### src/include/can_filter_pkg.sv
// package of constants and types for the can identifier acceptance filter
package can_filter_pkg;

  // width of one configuration byte and of the hit index
  localparam int BYTE_W     = 8;
  localparam int HIT_W      = 3;
  localparam int NUM_BYTES  = 8;   // bytes in both acceptance banks
  localparam int BANK_BYTES = 4;   // bytes in one bank

  // register select codes on the configuration write port
  localparam logic [4:0] SEL_CTL1    = 5'h00; // control_reg_one
  localparam logic [4:0] SEL_BTR0    = 5'h01; // bit_timing_reg_zero
  localparam logic [4:0] SEL_BTR1    = 5'h02; // bit_timing_reg_one
  localparam logic [4:0] SEL_IDAC    = 5'h03; // acceptance_control_reg
  localparam logic [4:0] SEL_RXERR   = 5'h04; // receive error counter
  localparam logic [4:0] SEL_TXERR   = 5'h05; // transmit error counter
  localparam logic [4:0] SEL_ACC0    = 5'h08; // id_accept_regs 0..7
  localparam logic [4:0] SEL_MASK0   = 5'h10; // id_mask_regs 0..7
  localparam logic [4:0] SEL_GRP_MSK = 5'h18; // picks the group bits
  localparam logic [2:0] SEL_IDX_MSK = 3'h7;  // picks the byte index

  // control_reg_one field positions
  localparam int CTL1_CLOCK_SOURCE_SELECT_BIT = 6;  // 1 = bus clock, 0 = oscillator
  // bit_timing_reg_zero prescaler field
  localparam int BRP_LSB = 0;
  localparam int BRP_W   = 6;
  // acceptance_control_reg fields
  localparam int IDAM_LSB = 4;
  localparam int IDAM_W   = 2;
  localparam logic [7:0] IDAC_WR_MASK = 8'h30; // only the mode is writable

  // filter width modes
  typedef enum logic [1:0] {
    MODE_32  = 2'h0, // two 32-bit filters
    MODE_16  = 2'h1, // four 16-bit filters
    MODE_8   = 2'h2, // eight 8-bit filters
    MODE_CLS = 2'h3  // filter closed
  } filter_mode_t;

  // reset values
  localparam logic [7:0] CTL1_RST = 8'h01;
  localparam logic [7:0] BYTE_RST = 8'h00;
  localparam logic [7:0] ERR_RST  = 8'h00;
  localparam logic [2:0] HIT_RST  = 3'h0;
  localparam logic [5:0] PRE_RST  = 6'h00;

  // pin levels
  localparam logic RECESSIVE = 1'b1;

  // init handshake states
  typedef enum logic [2:0] {
    ST_RUN   = 3'b001, // on line
    ST_ENTER = 3'b010, // request seen, acknowledge pending
    ST_INIT  = 3'b100  // initialization mode, config unlocked
  } init_state_t;

endpackage

### src/hdl/can_id_acceptance_filter.sv
// identifier acceptance filter, config lock, clock select and prescaler
`timescale 1ns/1ps

module can_id_acceptance_filter
  import can_filter_pkg::*;
#(
  parameter int ERR_W = 8  // width of each error counter
) (
  input  wire logic              sys_clk,            // 250 mhz clock
  input  wire logic              rst,                // sync reset, high
  // configuration write port
  input  wire logic              cfg_wr,             // write strobe
  input  wire logic [4:0]        cfg_sel,            // register select
  input  wire logic [7:0]        cfg_wdata,          // write data
  input  wire logic              enable_wr,          // enable write strobe
  input  wire logic              enable_wdata,       // enable write value
  input  wire logic              special_mode,       // enable stays writable
  // mode control
  input  wire logic              init_request,       // init mode request
  input  wire logic              power_down,         // power down mode
  // clock sources
  input  wire logic              osc_tick,           // oscillator clock enable
  // receive side
  input  wire logic              rx_id_valid,        // message received ok
  input  wire logic [31:0]       rx_id_bytes,        // id bytes 0..3, b0 high
  input  wire logic              rx_fifo_room,       // fifo can take a message
  input  wire logic              rx_full_clear,      // software clears full
  input  wire logic              rx_err_inc,         // protocol bumps rx errors
  input  wire logic              tx_err_inc,         // protocol bumps tx errors
  input  wire logic              tx_core,            // protocol transmit bit
  // outputs
  output logic                   init_acknowledge,   // init mode entered
  output logic                   module_enable_once, // module enable bit
  output logic                   tx_pin,             // can transmit pin
  output logic                   rx_full_flag,       // foreground buffer full
  output logic [HIT_W-1:0]       filter_hit_index,   // lowest hit filter
  output logic                   rx_accept,          // shift into fifo, pulse
  output logic                   tq_tick,            // time quantum, pulse
  output logic [7:0]             control_reg_one,    // control 1 value
  output logic [7:0]             bit_timing_reg_zero,// timing 0 value
  output logic [7:0]             bit_timing_reg_one, // timing 1 value
  output logic [7:0]             acceptance_control_reg, // mode and hit
  output logic [ERR_W-1:0]       rx_err_count,       // receive errors
  output logic [ERR_W-1:0]       tx_err_count        // transmit errors
);

  // whole register state of the block
  typedef struct packed {
    init_state_t                     ist;       // init handshake state
    logic                            en;        // module enable
    logic                            en_done;   // first enable write taken
    logic [7:0]                      ctl1;      // control 1
    logic [7:0]                      btr0;      // bit timing 0
    logic [7:0]                      btr1;      // bit timing 1
    logic [IDAM_W-1:0]               idam;      // filter mode
    logic [HIT_W-1:0]                hit;       // last hit index
    logic [NUM_BYTES-1:0][BYTE_W-1:0] acc;      // acceptance bytes
    logic [NUM_BYTES-1:0][BYTE_W-1:0] msk;      // mask bytes
    logic                            full;      // rx full flag
    logic                            accept;    // accept pulse
    logic [BRP_W-1:0]                pre;       // prescaler count
    logic                            tq;        // quantum pulse
    logic                            tx;        // registered tx pin
    logic [ERR_W-1:0]                rxerr;     // receive error count
    logic [ERR_W-1:0]                txerr;     // transmit error count
  } state_t;

  state_t st;       // registered state
  state_t next_st;  // next state

  // per-filter hit vectors for each width
  logic [1:0] hit32;  // two 32-bit filters
  logic [3:0] hit16;  // four 16-bit filters
  logic [7:0] hit8;   // eight 8-bit filters
  logic [7:0] hits;   // hits of the active mode
  logic [HIT_W-1:0] low_hit;  // index of the lowest hit
  logic       any_hit;        // at least one filter matched
  logic       cfg_open;       // config writes allowed
  logic       core_tick;      // can core clock enable
  logic [2:0] sel_idx;        // byte index inside a group

  // a filter section hits when every compared bit agrees
  function automatic logic match(input logic [31:0] id,
                                 input logic [31:0] acc,
                                 input logic [31:0] msk,
                                 input logic [31:0] used);
    // mask 1 drops the bit, so acc under a set mask is never seen
    match = (((id ^ acc) & ~msk & used) == 32'h0000_0000);
  endfunction

  // hit computation for all three widths in parallel
  always_comb begin
    // bank bytes line up with the identifier bytes 0..3
    for (int b = 0; b < 2; b++) begin
      // full identifier plus rtr, ide and srr per bank
      hit32[b] = match(rx_id_bytes,
                       {st.acc[4*b], st.acc[4*b+1],
                        st.acc[4*b+2], st.acc[4*b+3]},
                       {st.msk[4*b], st.msk[4*b+1],
                        st.msk[4*b+2], st.msk[4*b+3]},
                       32'hffff_ffff);
    end
    for (int f = 0; f < 4; f++) begin
      // id bytes 0 and 1 against a byte pair of one bank
      hit16[f] = match({rx_id_bytes[31:16], 16'h0000},
                       {st.acc[2*f], st.acc[2*f+1], 16'h0000},
                       {st.msk[2*f], st.msk[2*f+1], 16'h0000},
                       32'hffff_0000);
    end
    for (int f = 0; f < 8; f++) begin
      // first identifier byte against each single byte
      hit8[f] = match({rx_id_bytes[31:24], 24'h000000},
                      {st.acc[f], 24'h000000},
                      {st.msk[f], 24'h000000},
                      32'hff00_0000);
    end
  end

  // select the hit vector of the active mode
  always_comb begin
    case (filter_mode_t'(st.idam))
      MODE_32:  hits = {6'h00, hit32};
      MODE_16:  hits = {4'h0, hit16};
      MODE_8:   hits = hit8;
      MODE_CLS: hits = 8'h00;             // closed: nothing matches
      default:  hits = 8'h00;
    endcase
  end

  // priority encode, lowest index wins
  // scanning downward lets the lowest matching filter overwrite the rest
  always_comb begin
    low_hit = HIT_RST;
    for (int i = NUM_BYTES - 1; i >= 0; i--) begin
      if (hits[i]) begin
        low_hit = HIT_W'(i);
      end
    end
    any_hit = |hits;  // any single filter suffices
  end

  // config lock and core clock source
  // a write in the edge where the acknowledge rises is still refused
  always_comb begin
    // writes only with request and acknowledge both set
    cfg_open  = init_request && (st.ist == ST_INIT);
    // bus clock is every cycle, oscillator comes as an enable
    core_tick = st.ctl1[CTL1_CLOCK_SOURCE_SELECT_BIT] ? 1'b1 : osc_tick;
    sel_idx   = cfg_sel[2:0] & SEL_IDX_MSK;
  end

  // next state of everything
  always_comb begin
    next_st        = st;
    next_st.accept = 1'b0;
    next_st.tq     = 1'b0;

    // init handshake: acknowledge two cycles after the request
    case (st.ist)
      ST_RUN: begin
        if (init_request) begin
          next_st.ist = ST_ENTER;
        end
      end
      ST_ENTER: begin
        // request dropped before the acknowledge: back on line
        next_st.ist = init_request ? ST_INIT : ST_RUN;
      end
      ST_INIT: begin
        if (!init_request) begin
          next_st.ist = ST_RUN;
        end
      end
      default: next_st.ist = ST_RUN;
    endcase

    // locked configuration writes
    if (cfg_wr && cfg_open) begin
      if ((cfg_sel & SEL_GRP_MSK) == SEL_ACC0) begin
        next_st.acc[sel_idx] = cfg_wdata;
      end else if ((cfg_sel & SEL_GRP_MSK) == SEL_MASK0) begin
        next_st.msk[sel_idx] = cfg_wdata;
      end else begin
        case (cfg_sel)
          SEL_CTL1: next_st.ctl1 = cfg_wdata;
          SEL_BTR0: next_st.btr0 = cfg_wdata;
          SEL_BTR1: next_st.btr1 = cfg_wdata;
          // hit bits are read only, only the mode field lands
          SEL_IDAC: next_st.idam = cfg_wdata[IDAM_LSB +: IDAM_W];
          // error counter selects fall through untouched
          default:  next_st.idam = st.idam;
        endcase
      end
    end

    // error counters move only from the protocol side
    // they wrap at full scale; the protocol side owns the limits
    if (rx_err_inc) begin
      next_st.rxerr = st.rxerr + ERR_W'(1);
    end
    if (tx_err_inc) begin
      next_st.txerr = st.txerr + ERR_W'(1);
    end

    // module enable: one write in normal modes, free in special
    if (enable_wr && (!st.en_done || special_mode)) begin
      next_st.en      = enable_wdata;
      next_st.en_done = 1'b1;
    end

    // prescaler runs on the core clock enable
    // a divider written below the running count restarts it at once
    if (core_tick) begin
      if (st.pre >= st.btr0[BRP_LSB +: BRP_W]) begin
        next_st.pre = PRE_RST;
        next_st.tq  = st.en;  // no quanta while disabled
      end else begin
        next_st.pre = st.pre + BRP_W'(1);
      end
    end

    // end of a valid reception: background buffer was filtered as it
    // filled, only a hit may move on to the fifo
    if (rx_id_valid && any_hit && rx_fifo_room && st.en) begin
      next_st.accept = 1'b1;
      next_st.hit    = low_hit;
    end

    // full flag: software clear loses against a new accept
    if (rx_full_clear) begin
      next_st.full = 1'b0;
    end
    if (rx_id_valid && any_hit && rx_fifo_room && st.en) begin
      next_st.full = 1'b1;
    end

    // recessive at once in init, power down or while disabled, else protocol bit
    next_st.tx = tx_core;
  end

  // state register
  // the struct is cleared first, then each named field gets its reset value
  always_ff @(posedge sys_clk) begin
    if (rst) begin
      st       <= '0;
      st.ist   <= ST_RUN;
      st.ctl1  <= CTL1_RST;
      st.btr0  <= BYTE_RST;
      st.btr1  <= BYTE_RST;
      st.idam  <= MODE_32;
      st.hit   <= HIT_RST;
      st.pre   <= PRE_RST;
      st.rxerr <= ERR_RST;
      st.txerr <= ERR_RST;
      st.tx    <= RECESSIVE;
    end else begin
      st <= next_st;
    end
  end

  // outputs; the pin override is combinational so that it acts in the
  // same cycle as the mode change, the price is a gate after the flop
  always_comb begin
    init_acknowledge       = (st.ist == ST_INIT);
    module_enable_once     = st.en;
    tx_pin                 = (power_down || init_request || !st.en)
                             ? RECESSIVE : st.tx;
    rx_full_flag           = st.full;
    filter_hit_index       = st.hit;
    rx_accept              = st.accept;
    tq_tick                = st.tq;
    control_reg_one        = st.ctl1;
    bit_timing_reg_zero    = st.btr0;
    bit_timing_reg_one     = st.btr1;
    acceptance_control_reg = {2'h0, st.idam, 1'b0, st.hit}
                             & 8'hff | (8'h00 & IDAC_WR_MASK);
    rx_err_count           = st.rxerr;
    tx_err_count           = st.txerr;
  end

endmodule

### config.mk
export PLATFORM = sky130hd
export DESIGN_NAME = can_id_acceptance_filter
export DESIGN_NICKNAME = d
export VERILOG_FILES = /design/src/include/can_filter_pkg.sv /design/src/hdl/can_id_acceptance_filter.sv
export SDC_FILE = /design/constraint.sdc
export NUM_CORES = 1
export LEC_CHECK = 0
export BUFFER_PORTS_ARGS = -buffer_cell sky130_fd_sc_hd__buf_2
export CORE_ASPECT_RATIO = 1.5
export CORE_UTILIZATION = 58
export CTS_CLUSTER_DIAMETER = 50
export CTS_CLUSTER_SIZE = 30
export DETAILED_ROUTE_END_ITERATION = 6
export PLACE_DENSITY = 0.8
export SLEW_MARGIN = 15
export SYNTH_ARGS = -nofsm -noshare
export SYNTH_HDL_FRONTEND = slang
export SYNTH_SLANG_ARGS = --single-unit
export TNS_END_PERCENT = 1
### constraint.sdc
create_clock -name sys_clk -period 3 [get_ports sys_clk]
set_input_delay 0.3 -clock sys_clk [delete_from_list [all_inputs] [get_ports sys_clk]]
set_output_delay 0.3 -clock sys_clk [all_outputs]
set_load 0.005 [all_outputs]
==> run summary <==
mux cell area share after synthesis: 14.7%
Fin Clk Skew: 0.00942 ns
simple-gate share of the synthesized area: 15.1%
Hold Crit Start: tx_core
core area: 0.0161 mm²
met3 usage: 4.42%
Post-Route WL: 25000 µm
# H-tree levels: 4
synth cell count leaders: dfxtp_1 (188), nor2_1 (178), mux2i_1 (140)
Horiz. Die Dim: 107 µm
number of port buffers: 113
CP max FO: 5
post-route ant nets: 0
Hold Path Depth: 2
Final Hold Vio Count: 0
CP endpoint kind: register
grt peak-use layer: met2
worst slack, placed: 0.527 ns
Pins Over Slew Limit: 0
worst min-delay path class: input port to register
Slew HR: 49.6%
Routed wire per std cell: 19.6 µm
CTS tree: yes
CTS sink cnt: 188
post-synthesis cell type count: 57
worst endpoint data arrival time: 2.73 ns
Die Ht: 159 µm
part of the cycle the worst path needs: 79.8%
first-pass GRT wire length: 38800 µm
CP Class: register to register
Top FF cell, synth: dfxtp_1
Reg power frac: 48.7%
sequential element share of the synthesized area: 39.4%
Setup-failing EPs final: 0
Sw Ratio: 25.4%
num ports: 117
Int Pwr: 3.85 mW
Synth area leaders: dfxtp_1 (39%), mux2i_1 (15%), xnor2_1 (12%), nor2_1 (7.0%), buf_4 (4.1%)
pwr/cell area: 499 mW/mm²
CP peak stage delay: 0.63 ns
largest net degree at the start of global routing: 69
Synth Instances: 1035
XOR/XNOR Fraction of Synth Area: 13.6%
adder-cell share of the synthesized area: 1.44%
final core utilization: 64.2%
detailed placement HPWL: 17500 µm
fin nets: 1132
Critical Path RT: 3.34 ns
gpl congestion: 0.988
RSZ-0062 raised after global routing: no
worst setup margin: 0.605 ns
setup TNS: 0 ns
syn avg cell area: 9.22 µm²
cell taking the most area after synthesis: dfxtp_1
CTS max path bufs: 2
post-synthesis cell area: 0.00954 mm²
cell leakage power: 4.03 nW
Clock Tree Root: clkbuf_16
GRT met2 Usage: 51.1%
clk_lat worst skew: 0.44 ns
Max Freq: 417 MHz
Num CTS Buffers: 17
post-route insts no fill: 1280
initial antenna violation count: 0
dpl cells: 1248
area grow syn2layout: 8.37%
clock network fraction of total power: 43.9%
via count: 7522
Synth async-reset ratio: 0%
n_diodes: 0
Post-synth EDFFs: 0
DR DRC count: 0
max reg flops: 139
Post-CTS Hold Buffers: 0
largest family of logic cells by synthesized area: simple AND/OR/NAND/NOR gates
IR drop worst, VDD: 0.000356 V
Slew @ Worst Pin: 0.751 ns
GRT met1 Usage: 34.3%
critical path cell sequence: xnor2_1 > o22ai_1 > nor4_1 > nand4_1 > a22oi_4 > o21bai_1 > a2111oi_2
max-cap viol count: 0
Synth Register Bits: 188
die area: 0.0170 mm²
Initial Util: 59.2%
vias in the first global route: 7265
Sw Pwr: 1.31 mW
vias per cell: 5.88
crit start category: register
slowest cell on the critical path: nor4_1
Synth Area in Compound Gates: 8.00%
Total GRT Usage: 29.9%
worst r2r path cells: 7
Fin Hold WS: 0.0500 ns
Top reg by flops: st
cell with the most instances after synthesis: dfxtp_1
status: finished, final reports clean
layout cells sized above 1: 16.8%
Reg clk slew, reported paths: 0.07 ns
final global-route overflow total: 0
yosys warns: 0
Post-CTS Setup Inserts: 0
Worst Setup SP: st[130]$_SDFFE_PP0P_
Iter 0 DRT Violations: 469
share of the synthesized area in the top cell type: 39.4%
fin crit period: 2.40 ns
TritonRoute pass-1 iters: 5
number of gates resized after cts: 0
num rows: 57
Comb pwr share: 7.4%
RR Startpoint: st[130]$_SDFFE_PP0P_
[metrics by stage]
stage          total power, mW  instance area (µm²)
2_1_floorplan             2.84                 9550
3_3_place_gp              2.94                 9740
3_5_place_dp              2.95                 9740
4_1_cts                   5.19                10300
5_1_grt                   5.31                10300
6_report                  5.16                10300
[worst paths after layout]
kind / end / slack, ns
max reg2reg: filter_hit_index[0]$_SDFFE_PP0P_ / 0.60
max: filter_hit_index[0]$_SDFFE_PP0P_ / 0.60
min: st[16]$_SDFF_PP1_ / 0.05
min reg2reg: st[64]$_SDFFE_PP0P_ / 0.46
[layer usage]
layer  wire, µm  up-vias
met5          0        -
met4       1400        0
met3       1400      109
met2      12400      315
met1       9880     3583
li1           -     3515
[worst max-delay path, delay by kind of cell (launching register included)]
kind            cells  cell delay (ns)
compound gates      4             0.87
xor+xnor            1             0.15
flops               1             0.39
simple gates        2             0.89
[area by class of cell]
type | instances | area, µm²
multi-input cells | 724 | 5050
well taps | 206 | 258
clock inverters | 13 | 158
flip-flops and latches | 188 | 3760
clock buffers | 19 | 443
repair buffers | 119 | 626
fillers | 1364 | 5780
inverters | 11 | 41.3
[cells in the final DEF (no fill, tap or decap), types with 4 or more instances in the layout]
cell type / n
a21o_1: 4
a21oi_1: 29
and3_1: 4
buf_2: 112
buf_4: 6
clkbuf_16: 17
clkinv_4: 4
dfxtp_1: 188
ha_1: 11
inv_1: 11
inv_8: 4
mux2i_1: 140
nand2_1: 37
nand2b_1: 5
nand3_1: 14
nand4_1: 10
nor2_1: 178
nor2_2: 6
nor2b_1: 4
nor3_1: 6
nor4_1: 8
o21ai_0: 22
o22ai_1: 56
or3_1: 5
xnor2_1: 128
xnor2_2: 5
xor2_1: 11
[power groups by stage]
stage                     clock network, mW  logic (mW)  registers, mW
after floorplan                           0       0.265           2.57
after global placement                    0       0.370           2.57
after detailed placement                  0       0.375           2.57
after CTS                              2.30       0.377           2.51
after global routing                   2.40       0.403           2.52
final                                  2.27       0.381           2.51
[kinds of logic after synthesis]
family,Yosys count
AO/OA/AOI/OAI,124
XOR/XNOR,144
adder cells (fa/ha/maj),11
buffers and inverters,125
flip-flops,188
multiplexers,140
other,1
AND/OR/NAND/NOR,302
Note: power is estimated with default switching activity, not from simulation.
